## src/scs_pkg.sv

```systemverilog
/*
 * Shared constants and types for the SPI controller register block:
 * register indices, control layout, flag positions, divider table.
 * Assumes a 32-bit APB slave where register index n sits at byte 4*n.
 */
`default_nettype none
package scs_pkg;
	localparam int unsigned ADDR_W = 8;
	localparam int unsigned DATA_W = 32;
	// register indices; byte address is four times the index
	localparam logic [5:0] IDX_CONTROL = 6'h00;
	localparam logic [5:0] IDX_IRQ_CONTROL = 6'h01;
	localparam logic [5:0] IDX_FLAGS = 6'h02;
	localparam logic [5:0] IDX_SHIFT_DATA = 6'h03;
	localparam logic [5:0] IDX_EVT_STATUS = 6'h04;
	localparam logic [5:0] IDX_EVT_CLEAR = 6'h05;
	localparam logic [5:0] IDX_EVT_ENABLE = 6'h06;
	localparam logic [7:0] CONTROL_RST = 8'h00;
	localparam logic [1:0] IRQ_CONTROL_RST = 2'h0;
	localparam logic [7:0] DATA_RST = 8'h00;
	localparam int FLAG_TC_BIT = 7;
	localparam int FLAG_WC_BIT = 6;
	// sticky event bits
	localparam int EVT_TC = 0;
	localparam int EVT_WC = 1;
	localparam int EVT_FAULT = 2;
	localparam int EVT_W = 3;
	localparam logic [3:0] EDGES_LAST = 4'hf;
	localparam logic [2:0] BITS_LAST = 3'h7;
	// half period minus one, indexed by {clock_double, prescaler}
	localparam logic [5:0] HALF_M1_TAB [0:7] = '{
		6'h01, 6'h07, 6'h1f, 6'h3f, 6'h00, 6'h03, 6'h0f, 6'h1f};
	typedef struct packed {
		logic clock_double;
		logic enable;
		logic bit_order_sel;
		logic master;
		logic [1:0] mode;
		logic [1:0] prescaler;
	} scs_ctrl_t;
	typedef enum logic {ST_IDLE, ST_SHIFT} scs_state_t;
endpackage
`default_nettype wire

```

## src/scs_spi_top.sv

```systemverilog
/*
 * SPI controller: APB register file, shift engine, flags, interrupts.
 * Assumes pins are synchronous to pclk and that SCK from a master has
 * high and low phases of more than two pclk cycles.
 */
// Design decision made here: the APB interface to the registers.
//
// Behaviour
// - master SCK is pclk divided by 4/16/64/128, or 2/8/32/64 doubled.
// - a nonzero irq level enables the request, raised while TC is set.
// - TC flag sets when a whole byte has shifted in and out.
// - TC flag also sets when a master sees its slave-select input low.
// - TC flag clears when the processor takes the SPI vector.
// - TC flag clears on a data access after a flags read that saw it.
// - write-collision flag sets on a data write during a transfer.
// - write-collision flag clears on a data access after a flags read.
// - writing the data register starts shifting that byte out.
// - reading the data register returns the last complete byte.
// - bit order control selects lsb first when one, msb first when zero.
// - mode field sets SCK idle level and which edge samples or sets up.
// - slave-select low on a master whose ss pin is an input drops it back to slave mode.
// - slave-select high on a slave resets shifting and drops the byte.
`timescale 1ns/10ps
`default_nettype none
module scs_spi_top (
	input wire logic pclk, // peripheral clock
	input wire logic presetn, // async reset, low
	input wire logic psel, // apb select
	input wire logic penable, // apb access phase
	input wire logic pwrite, // apb direction
	input wire logic [scs_pkg::ADDR_W-1:0] paddr, // apb byte address
	input wire logic [scs_pkg::DATA_W-1:0] pwdata, // apb write data
	input wire logic [3:0] pstrb, // apb byte strobes
	output logic [scs_pkg::DATA_W-1:0] prdata, // apb read data
	output logic pready, // apb ready
	output logic pslverr, // apb error
	input wire logic sck_i, // sck pin level
	output logic sck_o, // sck drive value
	output logic sck_oe, // sck drive enable
	input wire logic mosi_i, // mosi pin level
	output logic mosi_o, // mosi drive value
	output logic mosi_oe, // mosi drive enable
	input wire logic miso_i, // miso pin level
	output logic miso_o, // miso drive value
	output logic miso_oe, // miso drive enable
	input wire logic ss_n_i, // slave select, low
	input wire logic ss_is_input, // ss pin configured as input
	input wire logic irq_vector_ack, // spi vector taken, pulse
	output logic spi_irq_req, // leveled request to controller
	output logic [1:0] spi_irq_level, // request priority level
	output logic irq // masked event interrupt
);
	import scs_pkg::*;

	scs_ctrl_t ctrl_reg, ctrl_next, ctrl_wr;
	logic [1:0] irq_level_sel_reg, irq_level_sel_next;
	logic tc_flag_reg, tc_flag_next, wc_flag_reg, wc_flag_next;
	logic arm_tc_reg, arm_tc_next, arm_wc_reg, arm_wc_next;
	logic [7:0] sh_reg, sh_next, sh_shift, rx_buf_reg, rx_buf_next;
	scs_state_t state_reg, state_next;
	logic [3:0] edge_cnt_reg, edge_cnt_next;
	logic [2:0] bit_cnt_reg, bit_cnt_next;
	logic sck_reg, sck_next, out_bit_reg, out_bit_next, sck_prev_reg;
	logic [EVT_W-1:0] evt_status_reg, evt_status_next, evt_set;
	logic [EVT_W-1:0] evt_enable_reg, evt_enable_next, evt_clr;
	logic [DATA_W-1:0] prdata_reg;
	logic pready_reg, pslverr_reg, irq_reg, spi_irq_req_reg;
	logic sck_oe_reg, mosi_oe_reg, miso_oe_reg;
	logic [1:0] spi_irq_level_reg;
	logic [7:0] flags_w, rd_mux;

	// apb decode; zero wait states, so access phase is the taking edge
	logic setup_ph, acc_ph, aligned, hit, wr, rd;
	logic [5:0] idx;
	assign setup_ph = psel && !penable;
	assign acc_ph = psel && penable;
	assign idx = paddr[ADDR_W-1:2];
	assign aligned = (paddr[1:0] == 2'h0);
	assign hit = aligned && (idx <= IDX_EVT_ENABLE);
	assign wr = acc_ph && pwrite && hit && pstrb[0];
	assign rd = acc_ph && !pwrite && hit;
	logic wr_ctrl, wr_irqc, wr_data, wr_clr, wr_en, rd_flags, rd_data;
	logic data_acc;
	assign wr_ctrl = wr && (idx == IDX_CONTROL);
	assign wr_irqc = wr && (idx == IDX_IRQ_CONTROL);
	assign wr_data = wr && (idx == IDX_SHIFT_DATA);
	assign wr_clr = wr && (idx == IDX_EVT_CLEAR);
	assign wr_en = wr && (idx == IDX_EVT_ENABLE);
	assign rd_flags = rd && (idx == IDX_FLAGS);
	assign rd_data = rd && (idx == IDX_SHIFT_DATA);
	assign data_acc = wr_data || rd_data;

	// shift engine decode
	logic cpha, cpol, is_master, is_slave, fault, slave_reset, busy;
	logic tick, m_edge, s_edge, any_edge, lead, sample, setup, in_bit;
	logic first_bit, start_m, load_s, s_start, m_done, s_done, done;
	assign cpha = ctrl_reg.mode[0];
	assign cpol = ctrl_reg.mode[1];
	assign is_master = ctrl_reg.enable && ctrl_reg.master;
	assign is_slave = ctrl_reg.enable && !ctrl_reg.master;
	assign busy = (state_reg == ST_SHIFT);
	assign fault = is_master && ss_is_input && !ss_n_i;
	assign slave_reset = is_slave && ss_n_i;
	assign start_m = wr_data && is_master && !busy && !fault;
	assign load_s = wr_data && !busy && !is_master;
	assign m_edge = busy && is_master && tick;
	// pins are synchronous, so a plain previous-level compare is safe
	assign s_edge = is_slave && !ss_n_i && (sck_i != sck_prev_reg);
	assign any_edge = m_edge || s_edge;
	assign lead = is_master ? !edge_cnt_reg[0] : (sck_i != cpol);
	assign sample = any_edge && (lead != cpha);
	assign setup = any_edge && (lead == cpha);
	assign in_bit = ctrl_reg.master ? miso_i : mosi_i;
	assign sh_shift = ctrl_reg.bit_order_sel ?
		{in_bit, sh_reg[7:1]} : {sh_reg[6:0], in_bit};
	assign first_bit = ctrl_reg.bit_order_sel ? sh_reg[0] : sh_reg[7];
	assign s_start = s_edge && lead && !busy;
	assign m_done = m_edge && (edge_cnt_reg == EDGES_LAST);
	assign s_done = sample && is_slave && busy && (bit_cnt_reg == BITS_LAST);
	assign done = m_done || s_done;

	scs_sck_div u_div (
		.pclk(pclk),
		.presetn(presetn),
		.run(busy && is_master),
		.ctrl(ctrl_reg),
		.tick(tick)
	);

	// next-state of the shift engine
	assign state_next = (done || fault || slave_reset) ? ST_IDLE :
		(start_m || s_start) ? ST_SHIFT : state_reg;
	assign edge_cnt_next = (!busy || start_m) ? 4'h0 :
		m_edge ? edge_cnt_reg + 4'h1 : edge_cnt_reg;
	assign bit_cnt_next = (!busy && !s_start) || slave_reset ? 3'h0 :
		sample ? bit_cnt_reg + 3'h1 : bit_cnt_reg;
	assign sh_next = (start_m || load_s) ? pwdata[7:0] :
		(sample && !slave_reset) ? sh_shift : sh_reg;
	assign rx_buf_next = done ? (sample ? sh_shift : sh_reg) :
		rx_buf_reg;
	assign out_bit_next = (start_m || load_s) ?
		(ctrl_reg.bit_order_sel ? pwdata[0] : pwdata[7]) :
		(setup || !busy) ? first_bit : out_bit_reg;
	// idle level follows polarity; toggles once per tick in a transfer
	assign sck_next = (busy && is_master && !fault) ?
		(m_edge ? !sck_reg : sck_reg) : cpol;

	// control, irq level, flags
	assign ctrl_wr = wr_ctrl ? scs_ctrl_t'(pwdata[7:0]) : ctrl_reg;
	always_comb begin
		ctrl_next = ctrl_wr;
		if (fault) begin
			ctrl_next.master = 1'b0;
		end
	end
	assign irq_level_sel_next = wr_irqc ? pwdata[1:0] : irq_level_sel_reg;
	logic tc_set, tc_clr, wc_set, wc_clr;
	assign tc_set = done || fault;
	assign tc_clr = irq_vector_ack || (arm_tc_reg && data_acc);
	assign wc_set = wr_data && busy;
	assign wc_clr = arm_wc_reg && data_acc;
	// a new event in the clearing cycle survives
	assign tc_flag_next = tc_set || (tc_flag_reg && !tc_clr);
	assign wc_flag_next = wc_set || (wc_flag_reg && !wc_clr);
	assign arm_tc_next = rd_flags ? tc_flag_reg :
		data_acc ? 1'b0 : arm_tc_reg;
	assign arm_wc_next = rd_flags ? wc_flag_reg :
		data_acc ? 1'b0 : arm_wc_reg;

	// sticky events, write-one clear; set beats clear
	assign evt_set[EVT_TC] = done;
	assign evt_set[EVT_WC] = wc_set;
	assign evt_set[EVT_FAULT] = fault;
	assign evt_clr = wr_clr ? pwdata[EVT_W-1:0] : '0;
	assign evt_status_next = evt_set | (evt_status_reg & ~evt_clr);
	assign evt_enable_next = wr_en ? pwdata[EVT_W-1:0] : evt_enable_reg;

	// read mux, captured in the setup cycle
	always_comb begin
		flags_w = 8'h00;
		flags_w[FLAG_TC_BIT] = tc_flag_reg;
		flags_w[FLAG_WC_BIT] = wc_flag_reg;
	end
	assign rd_mux = !hit ? 8'h00 :
		(idx == IDX_CONTROL) ? ctrl_reg :
		(idx == IDX_IRQ_CONTROL) ? {6'h00, irq_level_sel_reg} :
		(idx == IDX_FLAGS) ? flags_w :
		(idx == IDX_SHIFT_DATA) ? rx_buf_reg :
		(idx == IDX_EVT_STATUS) ? {5'h00, evt_status_reg} :
		(idx == IDX_EVT_ENABLE) ? {5'h00, evt_enable_reg} : 8'h00;

	always_ff @(posedge pclk or negedge presetn) begin
		if (!presetn) begin
			state_reg <= ST_IDLE;
			edge_cnt_reg <= 4'h0;
			bit_cnt_reg <= 3'h0;
			sh_reg <= DATA_RST;
			rx_buf_reg <= DATA_RST;
			out_bit_reg <= 1'b0;
			sck_reg <= 1'b0;
			sck_prev_reg <= 1'b0;
		end else begin
			state_reg <= state_next;
			edge_cnt_reg <= edge_cnt_next;
			bit_cnt_reg <= bit_cnt_next;
			sh_reg <= sh_next;
			rx_buf_reg <= rx_buf_next;
			out_bit_reg <= out_bit_next;
			sck_reg <= sck_next;
			sck_prev_reg <= sck_i;
		end
	end

	always_ff @(posedge pclk or negedge presetn) begin
		if (!presetn) begin
			ctrl_reg <= CONTROL_RST;
			irq_level_sel_reg <= IRQ_CONTROL_RST;
			tc_flag_reg <= 1'b0;
			wc_flag_reg <= 1'b0;
			arm_tc_reg <= 1'b0;
			arm_wc_reg <= 1'b0;
			evt_status_reg <= '0;
			evt_enable_reg <= '0;
		end else begin
			ctrl_reg <= ctrl_next;
			irq_level_sel_reg <= irq_level_sel_next;
			tc_flag_reg <= tc_flag_next;
			wc_flag_reg <= wc_flag_next;
			arm_tc_reg <= arm_tc_next;
			arm_wc_reg <= arm_wc_next;
			evt_status_reg <= evt_status_next;
			evt_enable_reg <= evt_enable_next;
		end
	end

	// outputs, all registered
	always_ff @(posedge pclk or negedge presetn) begin
		if (!presetn) begin
			prdata_reg <= '0;
			pready_reg <= 1'b0;
			pslverr_reg <= 1'b0;
			irq_reg <= 1'b0;
			spi_irq_req_reg <= 1'b0;
			spi_irq_level_reg <= IRQ_CONTROL_RST;
			sck_oe_reg <= 1'b0;
			mosi_oe_reg <= 1'b0;
			miso_oe_reg <= 1'b0;
		end else begin
			if (setup_ph) begin
				prdata_reg <= {24'h000000, rd_mux};
				pslverr_reg <= !hit;
			end else if (!psel) begin
				pslverr_reg <= 1'b0;
			end
			pready_reg <= 1'b1;
			irq_reg <= |(evt_status_next & evt_enable_next);
			spi_irq_req_reg <= tc_flag_next &&
				(irq_level_sel_next != IRQ_CONTROL_RST);
			spi_irq_level_reg <= irq_level_sel_next;
			sck_oe_reg <= ctrl_next.enable && ctrl_next.master;
			mosi_oe_reg <= ctrl_next.enable && ctrl_next.master;
			// slave drives miso only while selected
			miso_oe_reg <= ctrl_next.enable && !ctrl_next.master && !ss_n_i;
		end
	end
	assign prdata = prdata_reg;
	assign pready = pready_reg;
	assign pslverr = pslverr_reg;
	assign irq = irq_reg;
	assign spi_irq_req = spi_irq_req_reg;
	assign spi_irq_level = spi_irq_level_reg;
	assign sck_o = sck_reg;
	assign sck_oe = sck_oe_reg;
	assign mosi_o = out_bit_reg;
	assign mosi_oe = mosi_oe_reg;
	assign miso_o = out_bit_reg;
	assign miso_oe = miso_oe_reg;
endmodule // scs_spi_top
`default_nettype wire

```

## src/scs_sck_div.sv

```systemverilog
/*
 * Serial clock rate generator: one-cycle tick per half SCK period.
 * Assumes the caller holds run high for the whole master transfer.
 */
`timescale 1ns/10ps
`default_nettype none
module scs_sck_div (
	input wire logic pclk, // peripheral clock
	input wire logic presetn, // async reset, low
	input wire logic run, // count while high
	input wire scs_pkg::scs_ctrl_t ctrl, // rate selection
	output logic tick // half-period pulse
);
	import scs_pkg::*;
	logic [5:0] cnt_reg;
	logic [5:0] cnt_next;
	logic tick_reg;
	logic [5:0] half_m1;
	logic wrap;
	assign half_m1 = HALF_M1_TAB[{ctrl.clock_double, ctrl.prescaler}];
	assign wrap = (cnt_reg >= half_m1);
	assign cnt_next = (!run || wrap) ? 6'h00 : cnt_reg + 6'h01;
	assign tick = tick_reg;
	always_ff @(posedge pclk or negedge presetn) begin
		if (!presetn) begin
			cnt_reg <= 6'h00;
			tick_reg <= 1'b0;
		end else begin
			cnt_reg <= cnt_next;
			tick_reg <= run && wrap;
		end
	end
	// gap between ticks, checked only when the rate setting held still
	logic [5:0] gap_reg;
	logic seen_reg;
	scs_ctrl_t ctrl_prev_reg;
	always_ff @(posedge pclk or negedge presetn) begin
		if (!presetn) begin
			gap_reg <= 6'h00;
			seen_reg <= 1'b0;
			ctrl_prev_reg <= CONTROL_RST;
		end else begin
			gap_reg <= tick_reg ? 6'h00 : gap_reg + 6'h01;
			seen_reg <= tick_reg || (seen_reg && run && ctrl == ctrl_prev_reg);
			ctrl_prev_reg <= ctrl;
		end
	end
endmodule // scs_sck_div
`default_nettype wire

```

## config.mk

```make
export PLATFORM = sky130hd
export DESIGN_NAME = scs_spi_top
export DESIGN_NICKNAME = d
export VERILOG_FILES = /design/src/scs_pkg.sv /design/src/scs_spi_top.sv /design/src/scs_sck_div.sv
export SDC_FILE = /design/constraint.sdc
export NUM_CORES = 1
export LEC_CHECK = 0
export BUFFER_PORTS_ARGS = -buffer_cell sky130_fd_sc_hd__buf_2
export CAP_MARGIN = 20
export CORE_ASPECT_RATIO = 2
export CORE_MARGIN = 2
export CORE_UTILIZATION = 30
export DETAILED_ROUTE_END_ITERATION = 8
export SYNTH_ARGS = -nofsm -noshare
export SYNTH_HDL_FRONTEND = slang
export SYNTH_SLANG_ARGS = --single-unit
```

## constraint.sdc

```tcl
create_clock -name pclk -period 2.7 [get_ports pclk]
set_input_delay 0.405 -clock pclk [delete_from_list [all_inputs] [get_ports pclk]]
set_output_delay 0.405 -clock pclk [all_outputs]
set_load 0.1 [all_outputs]
```

==> flow_metrics.env <==
export IMPL_rows=60
export IMPL_fin_crit_sh=0.8627
export IMPL_worstSetupPathType="register to register"
export IMPL_cts_buffers=9
export IMPL_crit_path_end_kind="register"
export IMPL_synth_flop_cell="dfrtp_1"
export IMPL_syn_instance_count=417
export IMPL_final_cells=633
export IMPL_core_um2=13290
export IMPL_slew_violations=0
export IMPL_finalHoldViolCount=0
export IMPL_gp_congestion=0.8411
export IMPL_drtAntennaViolNets=0
export IMPL_fin_crit_ps=2329
export IMPL_post_route_drc_count=0
export IMPL_synth_edf_count=0
export IMPL_grt_max_degree=69
export IMPL_hold_class="input port to asynchronous set/reset pin"
export IMPL_final_area_um2=4735
export IMPL_grt_use_total=0.1451
export IMPL_powerDensity_nw_per_um2=520.8
export IMPL_die_w_um=86.00
export IMPL_cts_tree="built"
export IMPL_async_flop_share=1.000
export IMPL_cts_buffer_depth=2
export IMPL_ctsResizeCount=0
export IMPL_htreeDepth=3
export IMPL_grt_setup_unrepaired="false"
export IMPL_die_area_um2=14450
export IMPL_yosys_cell_types_count=64
export IMPL_dr_pass1_iters=5
export IMPL_vias_per_cell=5.082
export IMPL_worstSkewPairLatency_ps=330
export IMPL_n_fill_cell=1332
export IMPL_crit_path_max_fanout=13
export IMPL_tightest_slew_ps=881.2
export IMPL_initial_core_util=0.3036
export IMPL_grt_antenna_before_repair=0
export IMPL_required_ps=2910
export IMPL_hpwl_um=7416
export IMPL_wl_per_cell_um=15.79
export IMPL_placed_cells=617
export IMPL_synth_seq_area_share=0.4218
export IMPL_num_io_pins=99
export IMPL_tns_ps=0
export IMPL_cts_reportedPaths_clkPinSlew_ps=60
export IMPL_placed_area_um2=4444
export IMPL_cp_start_kind="register"
export IMPL_vias=3217
export IMPL_totalPowerFinal_mw=2.466
export IMPL_ys_seq_elements=68
export IMPL_postSynthAreaPerCell_um2=9.674
export IMPL_register_area_um2=1702
export IMPL_postCtsSetupBuffers=0
export IMPL_p_leak_nw=2.179
export IMPL_fmaxAchievable_ghz=0.4293
export IMPL_diodes=0
export IMPL_hold_buffers=0
export IMPL_synthToLayoutAreaGrowth_pct=17.37
export IMPL_first_iter_violations=182
export IMPL_routed_wl_um=9992
export IMPL_syn_cell_area_um2=4034
export IMPL_cp_arrival_ps=2540
export IMPL_relSlewSlack=0.4125
export IMPL_maxCapViolCount=0
export IMPL_grt_pass1_vias=3197
export IMPL_multiInputGateArea_um2=2091
export IMPL_nNetsFinal=538
export IMPL_ir_drop_uv=324.7
export IMPL_cts_sinks=68
export IMPL_skew_ps=4.469
export IMPL_setup_viol=0
export IMPL_status="finished, final reports clean"
export IMPL_yosysWarnings=0
export IMPL_layout_drive_gt1_share=0.2280
export IMPL_grt_pass1_wl_um=16530
export IMPL_overflow=0
export IMPL_io_buffers=47
export IMPL_cts_root_buf="clkbuf_16"
export IMPL_die_h_um=168.0
layout make-up:
type,instances,share of cell area
clock buffer,13,0.05708
timing repair buffer,68,0.08562
tap,155,0.04096
inverter,14,0.01110
clock inverter,3,0.004228
sequential,68,0.3594
multi-input combinational,312,0.4416
power by group:
part	total [mW]	internal (mW)	switching, mW
clock network	1.13	0.695	0.430
registers	1.03	1.03	0.00536
logic	0.309	0.0529	0.257
total	2.47	1.77	0.692
per-stage QoR:
step	hold slack [ps]	util	setup WS, ps
final	250.6	0.3563	370.8
after global routing	249.5	0.3563	229.8
after CTS	241.0	0.3563	357.5
after detailed placement	465.4	0.3345	230.0
after global placement	459.9	0.3345	253.6
after floorplan	109.4	-	354.6
synthesized netlist by cell type (2+ instances only):
master | count | area [um2]
a2111o_1 | 2 | 22.52
a2111oi_0 | 7 | 61.31
a211oi_1 | 19 | 142.6
a21o_1 | 5 | 37.54
a21oi_1 | 14 | 70.07
a22o_1 | 4 | 35.03
a22oi_1 | 6 | 45.04
a32oi_1 | 2 | 17.52
and2_1 | 4 | 25.02
buf_2 | 4 | 20.02
buf_4 | 26 | 195.2
clkbuf_1 | 15 | 56.30
conb_1 | 2 | 7.510
dfrtp_1 | 68 | 1702
ha_1 | 10 | 125.1
inv_1 | 14 | 52.55
mux2_2 | 15 | 168.9
mux2i_1 | 11 | 110.1
nand2_1 | 46 | 172.7
nand2b_1 | 8 | 50.05
nand3_1 | 8 | 40.04
nand3b_1 | 2 | 15.01
nand4_1 | 2 | 12.51
nor2_1 | 22 | 82.58
nor2b_1 | 6 | 37.54
nor3_1 | 4 | 20.02
o211a_1 | 2 | 20.02
o211ai_1 | 2 | 15.01
o21a_1 | 2 | 15.01
o21ai_0 | 33 | 165.2
o31ai_1 | 5 | 37.54
or3_1 | 4 | 25.02
or4_1 | 3 | 22.52
xnor2_1 | 8 | 70.07
xor2_1 | 3 | 26.28
metal layers:
| metal | global-route usage | share of wire |
|---|---|---|
| met4 | 0.06349 | 0.024 |
| met1 | 0.1989 | 0.46 |
| met3 | 0.03137 | 0.032 |
| met2 | 0.2184 | 0.48 |
| met5 | 0 | 0 |
placed cells by master, fill, tap and decap left out, types with 5 or more instances in the layout:
cell type / count
ha_1: 10
buf_4: 20
a21oi_1: 14
a21o_1: 5
nand2b_1: 8
a22oi_1: 6
nand2_1: 46
clkbuf_16: 9
inv_1: 14
xnor2_1: 8
buf_2: 47
a211oi_1: 19
nor2_1: 22
nor2b_1: 6
mux2i_1: 11
o31ai_1: 5
conb_1: 25
dfrtp_1: 68
mux2_2: 15
nand3_1: 8
a2111oi_0: 7
o21ai_0: 33
kinds of logic (layout without fill, tap and decap cells):
kind of cell,count (synthesis),in the layout,synth area share
multiplexers,28,28,0.07754
other,2,25,0.001862
buffers and inverters,60,98,0.08126
flip-flops,68,68,0.4218
XOR/XNOR,12,12,0.02947
AND/OR/NAND/NOR,122,122,0.1616
adder cells (fa/ha/maj),10,10,0.03102
AO/OA/AOI/OAI,115,115,0.1954
critical path: stages, from the launching register on:
cell	delay (ps)
dfrtp_1	390
ha_1	210
ha_1	190
nand4b_1	110
o21ai_0	90
a22oi_1	520
buf_4	290
nand2_1	90
a221o_1	310
worst paths after layout:
kind	from	to	slack [ps]	cells after the start
max in group asynchronous	presetn	prdata[7]	1840	2
min in group pclk	sck_i	sck_prev_reg	250	1
setup reg to reg	bit_cnt_reg[0]	irq	370	8
setup / recovery	bit_cnt_reg[0]	irq	370	8
hold / removal	presetn	edge_cnt_reg[3]	250	2
hold reg to reg	prdata[3]	prdata[3]	480	2
No activity file was read; power rests on OpenSTA's default activity.
